$ cat src/upg_pkg.sv
// Purpose: Shared constants for the upper port group block
// Assumes: AXI4-Lite register bus, 32-bit data, byte addresses
// Notes: Each register holds one value of up to 8 bits in the low bits
package upg_pkg;
  // Register byte offsets
  localparam logic [7:0] OFF_E_DATA = 8'h00;
  localparam logic [7:0] OFF_E_ANSEL = 8'h04;
  localparam logic [7:0] OFF_F_DATA = 8'h08;
  localparam logic [7:0] OFF_F_DIR = 8'h0c;
  localparam logic [7:0] OFF_G_DATA = 8'h10;
  localparam logic [7:0] OFF_G_DIR = 8'h14;
  localparam logic [7:0] OFF_G_ASSIGN = 8'h18;
  localparam logic [7:0] OFF_H_DATA = 8'h1c;
  localparam logic [7:0] OFF_H_DIR = 8'h20;
  localparam logic [7:0] OFF_H_ALT = 8'h24;
  localparam logic [7:0] OFF_J_DATA = 8'h28;
  localparam logic [7:0] OFF_J_DIR = 8'h2c;
  localparam logic [7:0] OFF_K_DATA = 8'h30;
  localparam logic [7:0] OFF_K_DIR = 8'h34;
  localparam logic [7:0] OFF_PULLUP = 8'h38;
  localparam logic [7:0] OFF_MODE = 8'h3c;
  // Pull-up assignment field positions
  localparam int PU_F_BIT = 0;
  localparam int PU_G_BIT = 1;
  localparam int PU_H_BIT = 2;
  localparam int PU_J_BIT = 3;
  localparam int PU_K_BIT = 4;
  // Mode register field positions
  localparam int MODE_EXP_BIT = 0;
  localparam int MODE_BOOT_BIT = 1;
  // Reset values
  localparam logic [7:0] RST_BYTE = 8'h00;
  localparam logic [4:0] RST_PULLUP = 5'h00;
  localparam logic [1:0] RST_MODE = 2'h0;
  // Pin groups
  localparam logic [7:0] G_IO_MASK = 8'h3f;
  localparam logic [7:0] TMR_ALT_MASK = 8'hf8;
  // AXI responses
  localparam logic [1:0] RESP_OKAY = 2'h0;
  localparam logic [1:0] RESP_SLVERR = 2'h2;
endpackage : upg_pkg

$ cat src/upg_pin_drv.sv
// Purpose: Output mux for one 8-bit port
// Assumes: Alternate function wins over the data latch
// Notes: Registered outputs
`timescale 1ns/1ps
module upg_pin_drv (
  // Clock and reset
  input wire logic aclk,
  input wire logic aresetn,
  // Port controls
  input wire logic [7:0] latch,
  input wire logic [7:0] dir,
  input wire logic [7:0] alt_en,
  input wire logic [7:0] alt_out,
  input wire logic [7:0] alt_oe,
  input wire logic allow,
  // Pins
  output logic [7:0] pin_o,
  output logic [7:0] pin_oe
);
  logic [7:0] o_ff;
  logic [7:0] oe_ff;

  for (genvar i = 0; i < 8; i++) begin : g_bit
    always_ff @(posedge aclk) begin
      if (!aresetn) begin
        o_ff[i] <= 1'b0;
        oe_ff[i] <= 1'b0;
      end else if (alt_en[i]) begin
        o_ff[i] <= alt_out[i];
        oe_ff[i] <= alt_oe[i];
      end else begin
        o_ff[i] <= latch[i];
        oe_ff[i] <= dir[i] & allow;
      end
    end
  end

  assign pin_o = o_ff;
  assign pin_oe = oe_ff;
endmodule : upg_pin_drv

$ cat src/upg_sync.sv
// Purpose: Two-flop synchroniser for a pin bus
// Assumes: Pins are asynchronous to aclk
// Notes: First stage feeds only the second
`timescale 1ns/1ps
module upg_sync #(
  parameter int W = 8
) (
  // Clock and reset
  input wire logic aclk,
  input wire logic aresetn,
  // Data
  input wire logic [W-1:0] d,
  output logic [W-1:0] q
);
  logic [W-1:0] meta_ff;
  logic [W-1:0] q_ff;

  always_ff @(posedge aclk) begin
    if (!aresetn) begin
      meta_ff <= '0;
      q_ff <= '0;
    end else begin
      meta_ff <= d;
      q_ff <= meta_ff;
    end
  end

  assign q = q_ff;
endmodule : upg_sync

$ cat src/upg_top.sv
// Purpose: Ports E to K general-purpose logic behind AXI4-Lite
// Assumes: Alternate-function sources come from peripherals on aclk
// Notes: Pin reads pass a two-flop synchroniser
// Summary of operation
// - Analog port pins are digital inputs or converter channels; never driven.
// - Low-address port is GPIO in single chip, address low byte expanded.
// - Low-address data reads pins; latch drives when output, single or boot.
// - Low-address port pull-ups enabled from shared pull-up register.
// - Expansion port: six bidirectional lines, two input or analog lines.
// - Assignment bits pick GPIO or, expanded only, memory expansion line.
// - Expansion data reads pins; latch drives only output-configured pins.
// - Six expansion port bidirectional pins have shared-register pull-ups.
// - Select/PWM port GPIO; upper four chip selects, lower four PWM.
// - Select/PWM data reads pins; latch drives only output pins.
// - Every select/PWM pin has a shared-register pull-up enable.
// - First timer port GPIO, upper five pins shared with second timer.
// - First timer data reads pins; latch drives only output pins.
// - Output-compare pins on first timer port ignore latch writes.
// - First timer port resets to high-impedance inputs.
// - First timer port direction bit rules when alternate is off.
// - Second timer port GPIO, upper five pins shared with third timer.
// - Second timer data reads pins; latch drives only output pins.
// - Output-compare pins on second timer port ignore latch writes.
// - Second timer port resets to high-impedance inputs.
// - Second timer port direction bit rules when alternate is off.
`timescale 1ns/1ps
module upg_top (
  // Clock and reset
  input wire logic aclk,
  input wire logic aresetn,
  // AXI4-Lite write address
  input wire logic [7:0] s_axi_awaddr,
  input wire logic s_axi_awvalid,
  output logic s_axi_awready,
  // AXI4-Lite write data
  input wire logic [31:0] s_axi_wdata,
  input wire logic [3:0] s_axi_wstrb,
  input wire logic s_axi_wvalid,
  output logic s_axi_wready,
  // AXI4-Lite write response
  output logic [1:0] s_axi_bresp,
  output logic s_axi_bvalid,
  input wire logic s_axi_bready,
  // AXI4-Lite read address
  input wire logic [7:0] s_axi_araddr,
  input wire logic s_axi_arvalid,
  output logic s_axi_arready,
  // AXI4-Lite read data
  output logic [31:0] s_axi_rdata,
  output logic [1:0] s_axi_rresp,
  output logic s_axi_rvalid,
  input wire logic s_axi_rready,
  // Analog input port
  input wire logic [7:0] e_pin_i,
  output logic [7:0] e_analog_sel,
  // Low-address port
  input wire logic [7:0] f_pin_i,
  output logic [7:0] f_pin_o,
  output logic [7:0] f_pin_oe,
  output logic [7:0] f_pullup_en,
  input wire logic [7:0] addr_low,
  // Expansion port
  input wire logic [7:0] g_pin_i,
  output logic [7:0] g_pin_o,
  output logic [7:0] g_pin_oe,
  output logic [7:0] g_pullup_en,
  output logic [1:0] g_analog_sel,
  input wire logic [5:0] memory_expansion_lines,
  // Select/PWM port
  input wire logic [7:0] h_pin_i,
  output logic [7:0] h_pin_o,
  output logic [7:0] h_pin_oe,
  output logic [7:0] h_pullup_en,
  input wire logic [3:0] chip_select,
  input wire logic [3:0] pwm_out,
  // First timer port
  input wire logic [7:0] j_pin_i,
  output logic [7:0] j_pin_o,
  output logic [7:0] j_pin_oe,
  output logic [7:0] j_pullup_en,
  input wire logic [7:0] j_tmr_en,
  input wire logic [7:0] j_tmr_out,
  input wire logic [7:0] j_tmr_oe,
  // Second timer port
  input wire logic [7:0] k_pin_i,
  output logic [7:0] k_pin_o,
  output logic [7:0] k_pin_oe,
  output logic [7:0] k_pullup_en,
  input wire logic [7:0] k_tmr_en,
  input wire logic [7:0] k_tmr_out,
  input wire logic [7:0] k_tmr_oe,
  // Operating mode
  output logic expanded_mode
);
  logic [7:0] e_s, f_s, g_s, h_s, j_s, k_s;
  logic [7:0] e_ansel_ff;
  logic [7:0] f_latch_ff, f_dir_ff;
  logic [7:0] g_latch_ff, g_dir_ff, g_assign_ff;
  logic [7:0] h_latch_ff, h_dir_ff, h_alt_ff;
  logic [7:0] j_latch_ff, j_dir_ff;
  logic [7:0] k_latch_ff, k_dir_ff;
  logic [4:0] pullup_ff;
  logic [1:0] mode_ff;
  logic [7:0] aw_addr_ff;
  logic aw_have_ff;
  logic [31:0] w_data_ff;
  logic w_have_ff;
  logic bvalid_ff;
  logic [1:0] bresp_ff;
  logic rvalid_ff;
  logic [31:0] rdata_ff;
  logic [1:0] rresp_ff;
  logic do_wr;
  logic wr_hit;
  logic [7:0] wb;
  logic [7:0] rd_byte;
  logic rd_hit;
  logic exp_on, single_boot;
  logic [7:0] f_alt_en, g_alt_en, g_alt_out, h_alt_out, g_en_ok;
  logic aw_rdy_ff, w_rdy_ff, ar_rdy_ff;
  logic [7:0] g_latch_io;

  // Pin synchronisers
  upg_sync #(.W(8)) u_se (.aclk(aclk), .aresetn(aresetn), .d(e_pin_i),
    .q(e_s));
  upg_sync #(.W(8)) u_sf (.aclk(aclk), .aresetn(aresetn), .d(f_pin_i),
    .q(f_s));
  upg_sync #(.W(8)) u_sg (.aclk(aclk), .aresetn(aresetn), .d(g_pin_i),
    .q(g_s));
  upg_sync #(.W(8)) u_sh (.aclk(aclk), .aresetn(aresetn), .d(h_pin_i),
    .q(h_s));
  upg_sync #(.W(8)) u_sj (.aclk(aclk), .aresetn(aresetn), .d(j_pin_i),
    .q(j_s));
  upg_sync #(.W(8)) u_sk (.aclk(aclk), .aresetn(aresetn), .d(k_pin_i),
    .q(k_s));

  // Write channel capture
  always_ff @(posedge aclk) begin
    if (!aresetn) begin
      aw_have_ff <= 1'b0;
      aw_rdy_ff <= 1'b1;
      aw_addr_ff <= 8'h00;
    end else if (s_axi_awvalid && !aw_have_ff) begin
      aw_have_ff <= 1'b1;
      aw_rdy_ff <= 1'b0;
      aw_addr_ff <= s_axi_awaddr;
    end else if (do_wr) begin
      aw_have_ff <= 1'b0;
      aw_rdy_ff <= 1'b1;
    end
  end

  always_ff @(posedge aclk) begin
    if (!aresetn) begin
      w_have_ff <= 1'b0;
      w_rdy_ff <= 1'b1;
      w_data_ff <= 32'h00000000;
    end else if (s_axi_wvalid && !w_have_ff) begin
      w_have_ff <= 1'b1;
      w_rdy_ff <= 1'b0;
      w_data_ff <= s_axi_wstrb[0] ? s_axi_wdata : 32'h00000000;
    end else if (do_wr) begin
      w_have_ff <= 1'b0;
      w_rdy_ff <= 1'b1;
    end
  end

  assign s_axi_awready = aw_rdy_ff;
  assign s_axi_wready = w_rdy_ff;
  assign do_wr = aw_have_ff & w_have_ff & ~bvalid_ff;
  assign wb = w_data_ff[7:0];

  // Write decode
  always_comb begin
    case (aw_addr_ff)
      upg_pkg::OFF_E_DATA, upg_pkg::OFF_E_ANSEL, upg_pkg::OFF_F_DATA,
      upg_pkg::OFF_F_DIR, upg_pkg::OFF_G_DATA, upg_pkg::OFF_G_DIR,
      upg_pkg::OFF_G_ASSIGN, upg_pkg::OFF_H_DATA, upg_pkg::OFF_H_DIR,
      upg_pkg::OFF_H_ALT, upg_pkg::OFF_J_DATA, upg_pkg::OFF_J_DIR,
      upg_pkg::OFF_K_DATA, upg_pkg::OFF_K_DIR, upg_pkg::OFF_PULLUP,
      upg_pkg::OFF_MODE: wr_hit = 1'b1;
      default: wr_hit = 1'b0;
    endcase
  end

  always_ff @(posedge aclk) begin
    if (!aresetn) begin
      bvalid_ff <= 1'b0;
      bresp_ff <= upg_pkg::RESP_OKAY;
    end else if (do_wr) begin
      bvalid_ff <= 1'b1;
      bresp_ff <= wr_hit ? upg_pkg::RESP_OKAY : upg_pkg::RESP_SLVERR;
    end else if (s_axi_bready) begin
      bvalid_ff <= 1'b0;
    end
  end

  // Control registers; direction bits clear at reset
  always_ff @(posedge aclk) begin
    if (!aresetn) begin
      e_ansel_ff <= upg_pkg::RST_BYTE;
      f_latch_ff <= upg_pkg::RST_BYTE;
      f_dir_ff <= upg_pkg::RST_BYTE;
      g_latch_ff <= upg_pkg::RST_BYTE;
      g_dir_ff <= upg_pkg::RST_BYTE;
      g_assign_ff <= upg_pkg::RST_BYTE;
      h_latch_ff <= upg_pkg::RST_BYTE;
      h_dir_ff <= upg_pkg::RST_BYTE;
      h_alt_ff <= upg_pkg::RST_BYTE;
      j_latch_ff <= upg_pkg::RST_BYTE;
      j_dir_ff <= upg_pkg::RST_BYTE;
      k_latch_ff <= upg_pkg::RST_BYTE;
      k_dir_ff <= upg_pkg::RST_BYTE;
      pullup_ff <= upg_pkg::RST_PULLUP;
      mode_ff <= upg_pkg::RST_MODE;
    end else if (do_wr) begin
      case (aw_addr_ff)
        upg_pkg::OFF_E_ANSEL: e_ansel_ff <= wb;
        upg_pkg::OFF_F_DATA: f_latch_ff <= wb;
        upg_pkg::OFF_F_DIR: f_dir_ff <= wb;
        upg_pkg::OFF_G_DATA: g_latch_ff <= wb;
        upg_pkg::OFF_G_DIR: g_dir_ff <= wb & upg_pkg::G_IO_MASK;
        upg_pkg::OFF_G_ASSIGN: g_assign_ff <= wb & upg_pkg::G_IO_MASK;
        upg_pkg::OFF_H_DATA: h_latch_ff <= wb;
        upg_pkg::OFF_H_DIR: h_dir_ff <= wb;
        upg_pkg::OFF_H_ALT: h_alt_ff <= wb;
        upg_pkg::OFF_J_DATA: j_latch_ff <= wb;
        upg_pkg::OFF_J_DIR: j_dir_ff <= wb;
        upg_pkg::OFF_K_DATA: k_latch_ff <= wb;
        upg_pkg::OFF_K_DIR: k_dir_ff <= wb;
        upg_pkg::OFF_PULLUP: pullup_ff <= wb[4:0];
        upg_pkg::OFF_MODE: mode_ff <= wb[1:0];
        default: mode_ff <= mode_ff;
      endcase
    end
  end

  // Read path
  always_comb begin
    rd_hit = 1'b1;
    case (s_axi_araddr)
      upg_pkg::OFF_E_DATA: rd_byte = e_s;
      upg_pkg::OFF_E_ANSEL: rd_byte = e_ansel_ff;
      upg_pkg::OFF_F_DATA: rd_byte = f_s;
      upg_pkg::OFF_F_DIR: rd_byte = f_dir_ff;
      upg_pkg::OFF_G_DATA: rd_byte = g_s;
      upg_pkg::OFF_G_DIR: rd_byte = g_dir_ff;
      upg_pkg::OFF_G_ASSIGN: rd_byte = g_assign_ff;
      upg_pkg::OFF_H_DATA: rd_byte = h_s;
      upg_pkg::OFF_H_DIR: rd_byte = h_dir_ff;
      upg_pkg::OFF_H_ALT: rd_byte = h_alt_ff;
      upg_pkg::OFF_J_DATA: rd_byte = j_s;
      upg_pkg::OFF_J_DIR: rd_byte = j_dir_ff;
      upg_pkg::OFF_K_DATA: rd_byte = k_s;
      upg_pkg::OFF_K_DIR: rd_byte = k_dir_ff;
      upg_pkg::OFF_PULLUP: rd_byte = {3'h0, pullup_ff};
      upg_pkg::OFF_MODE: rd_byte = {6'h00, mode_ff};
      default: begin
        rd_byte = 8'h00;
        rd_hit = 1'b0;
      end
    endcase
  end

  assign s_axi_arready = ar_rdy_ff;

  always_ff @(posedge aclk) begin
    if (!aresetn) begin
      rvalid_ff <= 1'b0;
      ar_rdy_ff <= 1'b1;
      rdata_ff <= 32'h00000000;
      rresp_ff <= upg_pkg::RESP_OKAY;
    end else if (s_axi_arvalid && !rvalid_ff) begin
      rvalid_ff <= 1'b1;
      ar_rdy_ff <= 1'b0;
      rdata_ff <= {24'h000000, rd_byte};
      rresp_ff <= rd_hit ? upg_pkg::RESP_OKAY : upg_pkg::RESP_SLVERR;
    end else if (s_axi_rready) begin
      rvalid_ff <= 1'b0;
      ar_rdy_ff <= 1'b1;
    end
  end

  // Mode decode
  assign exp_on = mode_ff[upg_pkg::MODE_EXP_BIT];
  assign single_boot = ~exp_on;
  assign f_alt_en = {8{exp_on}};
  assign g_en_ok = g_assign_ff & {8{exp_on}} & upg_pkg::G_IO_MASK;
  assign g_alt_en = g_en_ok;
  assign g_alt_out = {2'h0, memory_expansion_lines};
  assign g_latch_io = g_latch_ff & upg_pkg::G_IO_MASK;
  assign h_alt_out = {chip_select, pwm_out};

  // Low-address port latch drives only in single chip or boot; expanded mode drives addr_low on all pins
  upg_pin_drv u_df (.aclk(aclk), .aresetn(aresetn), .latch(f_latch_ff),
    .dir(f_dir_ff), .alt_en(f_alt_en), .alt_out(addr_low),
    .alt_oe(8'hff), .allow(single_boot), .pin_o(f_pin_o),
    .pin_oe(f_pin_oe));

  // Expansion port; upper two lines never driven
  upg_pin_drv u_dg (.aclk(aclk), .aresetn(aresetn), .latch(g_latch_io),
    .dir(g_dir_ff), .alt_en(g_alt_en), .alt_out(g_alt_out),
    .alt_oe(upg_pkg::G_IO_MASK), .allow(1'b1), .pin_o(g_pin_o),
    .pin_oe(g_pin_oe));

  // Select/PWM port
  upg_pin_drv u_dh (.aclk(aclk), .aresetn(aresetn), .latch(h_latch_ff),
    .dir(h_dir_ff), .alt_en(h_alt_ff), .alt_out(h_alt_out),
    .alt_oe(8'hff), .allow(1'b1), .pin_o(h_pin_o),
    .pin_oe(h_pin_oe));

  // Timer ports; alternate owns only the upper five pins, where latch writes have no effect while it is enabled
  upg_pin_drv u_dj (.aclk(aclk), .aresetn(aresetn), .latch(j_latch_ff),
    .dir(j_dir_ff), .alt_en(j_tmr_en & upg_pkg::TMR_ALT_MASK),
    .alt_out(j_tmr_out), .alt_oe(j_tmr_oe), .allow(1'b1),
    .pin_o(j_pin_o), .pin_oe(j_pin_oe));

  upg_pin_drv u_dk (.aclk(aclk), .aresetn(aresetn), .latch(k_latch_ff),
    .dir(k_dir_ff), .alt_en(k_tmr_en & upg_pkg::TMR_ALT_MASK),
    .alt_out(k_tmr_out), .alt_oe(k_tmr_oe), .allow(1'b1),
    .pin_o(k_pin_o), .pin_oe(k_pin_oe));

  // Registered side outputs
  logic [7:0] e_asel_o_ff, fpu_ff, gpu_ff, hpu_ff, jpu_ff, kpu_ff;
  logic [1:0] g_asel_ff;
  logic exp_o_ff;

  always_ff @(posedge aclk) begin
    if (!aresetn) begin
      e_asel_o_ff <= 8'h00;
      g_asel_ff <= 2'h0;
      fpu_ff <= 8'h00;
      gpu_ff <= 8'h00;
      hpu_ff <= 8'h00;
      jpu_ff <= 8'h00;
      kpu_ff <= 8'h00;
      exp_o_ff <= 1'b0;
    end else begin
      e_asel_o_ff <= e_ansel_ff;
      g_asel_ff <= e_ansel_ff[7:6];
      fpu_ff <= {8{pullup_ff[upg_pkg::PU_F_BIT]}} & ~f_pin_oe;
      gpu_ff <= {8{pullup_ff[upg_pkg::PU_G_BIT]}} & upg_pkg::G_IO_MASK
        & ~g_pin_oe;
      hpu_ff <= {8{pullup_ff[upg_pkg::PU_H_BIT]}} & ~h_pin_oe;
      jpu_ff <= {8{pullup_ff[upg_pkg::PU_J_BIT]}} & ~j_pin_oe;
      kpu_ff <= {8{pullup_ff[upg_pkg::PU_K_BIT]}} & ~k_pin_oe;
      exp_o_ff <= exp_on;
    end
  end

  assign e_analog_sel = e_asel_o_ff;
  assign g_analog_sel = g_asel_ff;
  assign f_pullup_en = fpu_ff;
  assign g_pullup_en = gpu_ff;
  assign h_pullup_en = hpu_ff;
  assign j_pullup_en = jpu_ff;
  assign k_pullup_en = kpu_ff;
  assign expanded_mode = exp_o_ff;
  assign s_axi_bvalid = bvalid_ff;
  assign s_axi_bresp = bresp_ff;
  assign s_axi_rvalid = rvalid_ff;
  assign s_axi_rdata = rdata_ff;
  assign s_axi_rresp = rresp_ff;
endmodule : upg_top

$ cat config.mk
export PLATFORM = sky130hd
export DESIGN_NAME = upg_top
export DESIGN_NICKNAME = d
export VERILOG_FILES = /design/src/upg_pkg.sv /design/src/upg_pin_drv.sv /design/src/upg_sync.sv /design/src/upg_top.sv
export SDC_FILE = /design/constraint.sdc
export NUM_CORES = 1
export LEC_CHECK = 0
export BUFFER_PORTS_ARGS = -buffer_cell sky130_fd_sc_hd__buf_2
export CORE_MARGIN = 2
export CORE_UTILIZATION = 47
export CTS_CLUSTER_DIAMETER = 150
export DETAILED_ROUTE_END_ITERATION = 7
export GPL_TIMING_DRIVEN = 0
export PLACE_DENSITY = 0.71
export SETUP_SLACK_MARGIN = 0.1
export SYNTH_ARGS = -nofsm -noshare
export SYNTH_HDL_FRONTEND = slang
export SYNTH_SLANG_ARGS = --single-unit
$ cat constraint.sdc
create_clock -name aclk -period 1.55 [get_ports aclk]
set_clock_uncertainty 0.05 [all_clocks]
set_input_delay 0.155 -clock aclk [delete_from_list [all_inputs] [get_ports aclk]]
set_output_delay 0.155 -clock aclk [all_outputs]
set_load 0.05 [all_outputs]
==> metrics.txt, run 1 <==
# TYPE chip_impl_metric gauge
chip_impl_info{name="outcome",value="complete, but fails checks"} 1
chip_impl_info{name="violations",value="negative setup slack"} 1
chip_impl_metric{name="maxSlewViolCount",unit=""} 0
chip_impl_metric{name="vdd_ir_drop_max",unit="V"} 0.000914
chip_impl_metric{name="antenna_cells",unit=""} 0
chip_impl_metric{name="dp_hpwl",unit="um"} 28300
chip_impl_info{name="hp-start",value="s_axi_arvalid"} 1
chip_impl_metric{name="timing.critical_path.slowest_cell_delay",unit="ns"} 0.33
chip_impl_metric{name="synth_compound_area_frac",unit=""} 0.114
chip_impl_metric{name="tightest_slew",unit="ns"} 0.747
chip_impl_metric{name="postLayoutCellArea",unit="um^2"} 18500
chip_impl_metric{name="post_synth_instance_area",unit="um^2"} 13100
chip_impl_metric{name="period_minus_slack",unit="ns"} 1.73
chip_impl_metric{name="number_of_remaining_drc_errors",unit=""} 0
chip_impl_info{name="clock_tree.root_cell",value="clkbuf_16"} 1
chip_impl_metric{name="p_sw_frac",unit=""} 0.231
chip_impl_metric{name="setup_tns",unit="ns"} -4.36
chip_impl_metric{name="syn-instance-count",unit=""} 1283
chip_impl_metric{name="layout_area_growth_over_synthesis",unit="%"} 41.2
chip_impl_metric{name="yosysWarningCount",unit=""} 0
chip_impl_info{name="layout_common_cells",value="332 x dfxtp_1, 273 x buf_2, 131 x dlygate4sd3_1"} 1
chip_impl_metric{name="asyncSetResetFlopFracSynth",unit=""} 0
chip_impl_metric{name="port_buffers",unit=""} 266
chip_impl_metric{name="p_leak",unit="nW"} 7.98
chip_impl_metric{name="numnets_final",unit=""} 1957
chip_impl_metric{name="place.gp.congestion",unit=""} 0.925
chip_impl_metric{name="number_of_synthesized_flops_with_an_enable_pin",unit=""} 0
chip_impl_info{name="ys.flop_type",value="dfxtp_1"} 1
chip_impl_metric{name="part_of_the_power_in_combinational_logic",unit=""} 0.086
chip_impl_metric{name="setup_violations",unit=""} 94
chip_impl_info{name="timing.critical_path.to_type",value="flip-flop"} 1
chip_impl_info{name="crit_chain",value="and3b_1 -> buf_6 -> nand4b_4 -> buf_12 -> buf_4 -> nor2_4 -> nand2_1 -> a21boi_2"} 1
chip_impl_info{name="worst_path_dominant_cell_family",value="simple AND/OR/NAND/NOR gates"} 1
chip_impl_metric{name="layout_setup_ws",unit="ns"} -0.179
chip_impl_metric{name="p_clk_frac",unit=""} 0.443
chip_impl_metric{name="total_via_count_in_the_routed_design",unit=""} 11100
chip_impl_metric{name="initial_utilization",unit=""} 0.475
chip_impl_metric{name="synth_xor_xnor_area_share",unit=""} 0
chip_impl_metric{name="timing.critical_path.arrival",unit="ns"} 2.12
chip_impl_metric{name="fin_total_pwr",unit="W"} 0.0201
chip_impl_info{name="cts_tree",value="yes"} 1
chip_impl_info{name="critical_path.slowest_cell",value="dfxtp_4"} 1
chip_impl_metric{name="netlist-cell-type-count",unit=""} 65
chip_impl_metric{name="place_inst",unit=""} 1958
chip_impl_metric{name="synth.mux.area_fraction",unit=""} 0.0944
chip_impl_metric{name="slew_headroom",unit=""} 0.502
chip_impl_metric{name="drv_cap",unit=""} 0
chip_impl_metric{name="track_usage",unit=""} 0.276
chip_impl_metric{name="layout-drive-gt1-share",unit=""} 0.323
chip_impl_metric{name="synth-simple-area-share",unit=""} 0.199
chip_impl_metric{name="internal-power",unit="W"} 0.0155
chip_impl_metric{name="placedInstanceArea",unit="um^2"} 15200
chip_impl_metric{name="instances_no_fill",unit=""} 2183
chip_impl_metric{name="p_per_area",unit="nW/um^2"} 1090
chip_impl_metric{name="maximum_fanout_along_the_worst_path",unit=""} 6
chip_impl_info{name="crit_type",value="reg2reg"} 1
chip_impl_metric{name="floorplan.io_pins",unit=""} 349
chip_impl_metric{name="min_period_over_period",unit=""} 1.12
chip_impl_info{name="layout.cells.most_common",value="dfxtp_1"} 1
chip_impl_metric{name="die_width",unit="um"} 171
chip_impl_info{name="combinational_family_with_the_most_area_after_synthesis",value="simple AND/OR/NAND/NOR gates"} 1
chip_impl_metric{name="vias_in_the_first_global_route",unit=""} 10900
chip_impl_metric{name="clock_insertion_delay_worst_skew",unit="ns"} 0.52
chip_impl_metric{name="antenna_left",unit=""} 0
chip_impl_metric{name="finalHoldViolations",unit=""} 0
chip_impl_metric{name="fp-row-count",unit=""} 61
chip_impl_metric{name="postSynthRegisterBits",unit=""} 358
chip_impl_metric{name="synthAdderAreaFrac",unit=""} 0
chip_impl_info{name="worst_setup_path_start_kind",value="flip-flop"} 1
chip_impl_metric{name="grt_antenna_before_repair",unit=""} 0
chip_impl_metric{name="clock_tree.htree_level_count",unit=""} 2
chip_impl_metric{name="grt_pass1_wl",unit="um"} 61400
chip_impl_metric{name="avgSynthCellArea",unit="um^2"} 10.2
chip_impl_info{name="hold_path.class",value="in2reg"} 1
chip_impl_metric{name="cp.buffers_inverters",unit=""} 3
chip_impl_metric{name="fmax",unit="MHz"} 578
chip_impl_metric{name="synth_seq_area_share",unit=""} 0.546
chip_impl_metric{name="grt.overflow.total",unit=""} 0
chip_impl_metric{name="grt_start_max_net_pins",unit=""} 15
chip_impl_metric{name="clock_sink_count",unit=""} 358
chip_impl_metric{name="worst_ep_required_time",unit="ns"} 1.94
chip_impl_metric{name="core_area",unit="um^2"} 27600
chip_impl_metric{name="dr.first_iter.drc_count",unit=""} 945
chip_impl_metric{name="routed_wl",unit="um"} 41900
chip_impl_metric{name="route.detailed.vias_per_inst",unit=""} 5.10
chip_impl_metric{name="tritoncts.num_buffers",unit=""} 37
chip_impl_metric{name="total_die_area",unit="um^2"} 29300
chip_impl_metric{name="die_height",unit="um"} 171
chip_impl_metric{name="routed_wire_length_per_instance",unit="um"} 19.2
chip_impl_metric{name="clock_path_buffers",unit=""} 3
chip_impl_metric{name="cts.clk_slew.worst_paths",unit="ns"} 0.06
chip_impl_metric{name="hold_ws",unit="ns"} 0.0266
chip_impl_info{name="setup_repair_after_global_routing_missed_its_margin",value="true"} 1
chip_impl_info{name="crit_start",value="s_axi_bvalid$_SDFFE_PN0P_"} 1
chip_impl_metric{name="p_seq_frac",unit=""} 0.471
chip_impl_info{name="timing.rr.start",value="s_axi_bvalid$_SDFFE_PN0P_"} 1
chip_impl_metric{name="drt_first_pass_iters",unit=""} 5
chip_impl_metric{name="power_switching",unit="W"} 0.00465
-- kinds of logic after synthesis --
kind of cell / after synthesis
flops: 358
buf+inv: 116
mux: 115
other cells: 1
simple gates: 470
compound gates: 223
-- worst paths after layout --
path	to	cells after the start	slack, ns
worst max-delay path	g_assign_ff[3]$_SDFFE_PN0P_	8	-0.18
worst min register to register	j_pullup_en[2]$_SDFF_PN0_	1	0.35
worst min-delay path	s_axi_arready$_SDFFE_PN1P_	3	0.03
worst max register to register	g_assign_ff[3]$_SDFFE_PN0P_	8	-0.18
-- worst min-delay path: cells and delay by family --
family	cells	cell delay, ns
and+or+nand+nor	1	0.15
AOI/OAI and AO/OA	1	0.15
buffers and inverters	1	0.10
-- per-layer routing --
layer / vias up / GRT usage / wire, um / part of all wire
met2: 513 / 0.474 / 19700 / 0.47
met5: - / 0 / 0 / 0
li1: 5241 / - / - / -
met1: 5284 / 0.352 / 17800 / 0.42
met4: 0 / 0.0965 / 1550 / 0.037
met3: 101 / 0.0474 / 2840 / 0.068
-- timing repair --
item                                    4_1_cts  5_1_grt
hold buffers                                131        0
pin swaps                                    60       40
endpoints found under the hold margin       112        0
cloned                                        6        0
setup buffers                                21        6
endpoints found under the setup margin      176      164
gates resized for setup                     176       58
-- layout make-up --
type                       count  area, um^2
buffer                       113         727
clock buffer                  54        1080
clock inverter                10         139
fill                        2130        9090
inverter                       1        3.75
multi-input combinational    840        5880
sequential                   358        7210
tap                          378         473
timing repair buffer         429        3030
-- power groups by stage --
stage	combinational (W)	clock, W	sequential [W]
global route	0.00184	0.00936	0.00948
finish	0.00173	0.00891	0.00947
detailed placement	0.00134	0	0.00967
global placement	0.00133	0	0.00967
floorplan	0.000781	0	0.00976
CTS	0.00167	0.00899	0.00947
-- cells in the mapped netlist, drive strengths merged (5+ instances only) --
library cell | n | area [um^2]
a21oi | 13 | 65.1
clkbuf | 58 | 218
nor2b | 97 | 607
o21ai | 73 | 365
buf | 57 | 387
a21boi | 81 | 608
a22oi | 12 | 90.1
nor3 | 5 | 35.0
nand4 | 13 | 103
nand2 | 125 | 472
mux4 | 5 | 113
mux2 | 21 | 236
and2 | 117 | 732
nor2 | 66 | 303
nand3 | 23 | 125
mux2i | 89 | 891
nand2b | 5 | 31.3
o21a | 17 | 128
dfxtp | 358 | 7170
-- per-stage QoR --
stage | setup slack (ns) | util
CTS | -0.124 | 0.665
floorplan | -0.0799 | -
finish | -0.179 | 0.671
global route | -0.214 | 0.671
global placement | -0.720 | 0.549
detailed placement | -0.702 | 0.549
Power figures use the tool's default switching activity.
==> inputs of run 2 (changes only) <==
--- a/config.mk
+++ b/config.mk
@@ -11,6 +11,7 @@
 export CTS_CLUSTER_DIAMETER = 150
 export DETAILED_ROUTE_END_ITERATION = 7
 export GPL_TIMING_DRIVEN = 0
+export MAX_ROUTING_LAYER = met4
 export PLACE_DENSITY = 0.71
 export SETUP_SLACK_MARGIN = 0.1
 export SYNTH_ARGS = -nofsm -noshare
==> run 2 against run 1 <==
The flow still finishes with violations (negative setup slack); register-to-register slack improved by 0.06 ns; sequential share of layout area barely moved; wire length shrank 1.6%; cell count up 0.23%; critical path type unchanged; die area unchanged.
==> metrics.txt, run 2 (synthesis gave the netlist of run 1 again) <==
# TYPE chip_impl_metric gauge
chip_impl_info{name="outcome",value="complete, but fails checks"} 1
chip_impl_info{name="violations",value="negative setup slack"} 1
chip_impl_info{name="hold_path_end",value="u_dk.pin_o[7]$_SDFF_PN0_"} 1
chip_impl_metric{name="finalHoldViolations",unit=""} 0
chip_impl_metric{name="die_width",unit="um"} 171
chip_impl_metric{name="vdd_ir_drop_max",unit="V"} 0.000874
chip_impl_metric{name="numnets_final",unit=""} 1956
chip_impl_metric{name="dr.first_iter.drc_count",unit=""} 773
chip_impl_metric{name="setup_violations",unit=""} 81
chip_impl_metric{name="die_height",unit="um"} 171
chip_impl_metric{name="postLayoutCellArea",unit="um^2"} 18500
chip_impl_metric{name="grt_antenna_before_repair",unit=""} 2
chip_impl_metric{name="fmax",unit="MHz"} 599
chip_impl_metric{name="worst_ep_required_time",unit="ns"} 1.91
chip_impl_metric{name="vias_in_the_first_global_route",unit=""} 10700
chip_impl_metric{name="clock_path_buffers",unit=""} 3
chip_impl_info{name="setup_repair_after_global_routing_missed_its_margin",value="true"} 1
chip_impl_metric{name="place_ws",unit="ns"} -0.722
chip_impl_metric{name="cts.clk_slew.worst_paths",unit="ns"} 0.06
chip_impl_metric{name="port_buffers",unit=""} 266
chip_impl_info{name="top_signal_layer_used",value="met4"} 1
chip_impl_metric{name="routed-wl-met2",unit="um"} 19700
chip_impl_metric{name="timing.reg2reg.worst_path_depth",unit=""} 6
chip_impl_metric{name="fp-row-count",unit=""} 61
chip_impl_metric{name="routed_wire_length_per_instance",unit="um"} 18.8
chip_impl_metric{name="drt_first_pass_iters",unit=""} 5
chip_impl_metric{name="layout_area_growth_over_synthesis",unit="%"} 41.0
chip_impl_metric{name="instances_no_fill",unit=""} 2188
chip_impl_metric{name="hold_ws",unit="ns"} 0.0164
chip_impl_metric{name="number_of_remaining_drc_errors",unit=""} 0
chip_impl_metric{name="total_via_count_in_the_routed_design",unit=""} 11000
chip_impl_metric{name="grt_start_max_net_pins",unit=""} 16
chip_impl_metric{name="slew_headroom",unit=""} 0.418
chip_impl_metric{name="clock_insertion_delay_worst_skew",unit="ns"} 0.53
chip_impl_metric{name="timing.critical_path.slowest_cell_delay",unit="ns"} 0.33
chip_impl_metric{name="timing.critical_path.arrival",unit="ns"} 2.03
chip_impl_metric{name="cp.buffers_inverters",unit=""} 1
chip_impl_metric{name="drv_cap",unit=""} 0
chip_impl_metric{name="floorplan.io_pins",unit=""} 349
chip_impl_info{name="worst_path_dominant_cell_family",value="simple AND/OR/NAND/NOR gates"} 1
chip_impl_info{name="cts_tree",value="yes"} 1
chip_impl_metric{name="route.detailed.vias_per_inst",unit=""} 5.00
chip_impl_metric{name="finalCoreUtilization",unit=""} 0.670
chip_impl_metric{name="place.gp.congestion",unit=""} 0.954
chip_impl_info{name="layout_common_cells",value="335 x dfxtp_1, 270 x buf_2, 131 x dlygate4sd3_1"} 1
chip_impl_info{name="crit_type",value="reg2reg"} 1
chip_impl_metric{name="min_period_over_period",unit=""} 1.08
chip_impl_info{name="critical_path.slowest_cell",value="dfxtp_4"} 1
chip_impl_metric{name="placedInstanceArea",unit="um^2"} 15200
chip_impl_metric{name="clock_sink_count",unit=""} 358
chip_impl_metric{name="hold_depth",unit=""} 3
chip_impl_metric{name="routed_wl",unit="um"} 41200
chip_impl_metric{name="p_leak",unit="nW"} 7.94
chip_impl_info{name="timing.critical_path.to_type",value="flip-flop"} 1
chip_impl_metric{name="antenna_left",unit=""} 0
chip_impl_metric{name="p_per_area",unit="nW/um^2"} 1080
chip_impl_info{name="crit_chain",value="and3b_1 -> buf_6 -> and4bb_4 -> nand4_4 -> mux2i_1 -> nor2b_1"} 1
chip_impl_metric{name="track_usage",unit=""} 0.283
chip_impl_info{name="r2r_end",value="k_latch_ff[4]$_SDFFE_PN0P_"} 1
chip_impl_metric{name="grt.overflow.total",unit=""} 0
chip_impl_metric{name="grt_pass1_wl",unit="um"} 61000
chip_impl_info{name="clock_tree.root_cell",value="clkbuf_16"} 1
chip_impl_metric{name="total_die_area",unit="um^2"} 29300
chip_impl_info{name="layout.cells.most_common",value="dfxtp_1"} 1
chip_impl_metric{name="r2r_setup_slack",unit="ns"} -0.12
chip_impl_metric{name="initial_utilization",unit=""} 0.475
chip_impl_metric{name="tritoncts.num_buffers",unit=""} 36
chip_impl_info{name="timing.rr.start",value="s_axi_bvalid$_SDFFE_PN0P_"} 1
chip_impl_metric{name="maxSlewViolCount",unit=""} 0
chip_impl_info{name="hold_path.class",value="in2reg"} 1
chip_impl_metric{name="route.layer.met1.wl",unit="um"} 17200
chip_impl_metric{name="clock_tree.htree_level_count",unit=""} 2
chip_impl_metric{name="core_area",unit="um^2"} 27600
chip_impl_metric{name="period_minus_slack",unit="ns"} 1.67
chip_impl_metric{name="dp_hpwl",unit="um"} 28200
chip_impl_metric{name="layout-drive-gt1-share",unit=""} 0.311
chip_impl_info{name="worst_setup_path_start_kind",value="flip-flop"} 1
chip_impl_metric{name="tightest_slew",unit="ns"} 0.872
chip_impl_metric{name="maximum_fanout_along_the_worst_path",unit=""} 8
chip_impl_info{name="hp-start",value="k_tmr_en[7]"} 1
chip_impl_metric{name="met3WireLength",unit="um"} 3190
chip_impl_metric{name="place_inst",unit=""} 1958
chip_impl_metric{name="layout_setup_ws",unit="ns"} -0.121
run 2: area by class of cell:
cell class              instances  area [um^2]
flip-flops and latches        358         7200
well taps                     378          473
clock buffers                  52         1040
repair buffers                429         3000
plain buffers                 113          746
multi-input cells             840         5890
inverters                       1         3.75
clock inverters                13          159
diodes                          4         10.0
fillers                      2144         9110
run 2: metrics by stage:
stage | power [W] | TNS (ns)
after CTS | 0.0200 | -3.19
final | 0.0200 | -4.25
after detailed placement | 0.0110 | -118.90
after global placement | 0.0110 | -114.17
after global routing | 0.0206 | -9.34
after floorplan | 0.0105 | -3.14
run 2: worst max-delay path by stage:
stage / from / to / slack [ns] / cells past startpoint
detailed placement: aresetn / s_axi_arready$_SDFFE_PN1P_ / -0.72 / 4
global placement: aresetn / u_dh.pin_oe[7]$_SDFF_PN0_ / -0.73 / 4
CTS: s_axi_bvalid$_SDFFE_PN0P_ / k_latch_ff[7]$_SDFFE_PN0P_ / -0.11 / 6
finish: s_axi_bvalid$_SDFFE_PN0P_ / k_latch_ff[4]$_SDFFE_PN0P_ / -0.12 / 6
floorplan: s_axi_bvalid$_SDFFE_PN0P_ / k_latch_ff[0]$_SDFFE_PN0P_ / -0.08 / 6
global route: s_axi_bvalid$_SDFFE_PN0P_ / k_latch_ff[4]$_SDFFE_PN0P_ / -0.18 / 6
run 2: routing by layer:
metal  GRT usage  vias to the layer above
met5           -                        -
met2       0.468                      494
met1       0.346                     5111
met3      0.0555                       86
li1            -                     5259
met4      0.0976                        0
run 2: what timing repair did:
action / CTS / global route
endpoints found under the hold margin: 112 / 0
gates cloned: 3 / 0
hold buffers: 131 / 0
endpoints found under the setup margin: 163 / 122
pin swaps: 54 / 24
buffers inserted: 21 / 8
gates resized for setup: 173 / 46
run 2: power breakdown:
group | switching (W) | internal [W] | leakage, nW | total [W]
combinational | 0.000981 | 0.000762 | 4.43 | 0.00174
sequential | 0.0000967 | 0.00938 | 2.92 | 0.00947
clock | 0.00354 | 0.00521 | 0.582 | 0.00875
total | 0.00462 | 0.0153 | 7.94 | 0.0200
run 2: worst min-delay path, cell delays in order:
cell	delay (ns)
buf_2	0.13
mux2i_1	0.14
nor2b_1	0.09
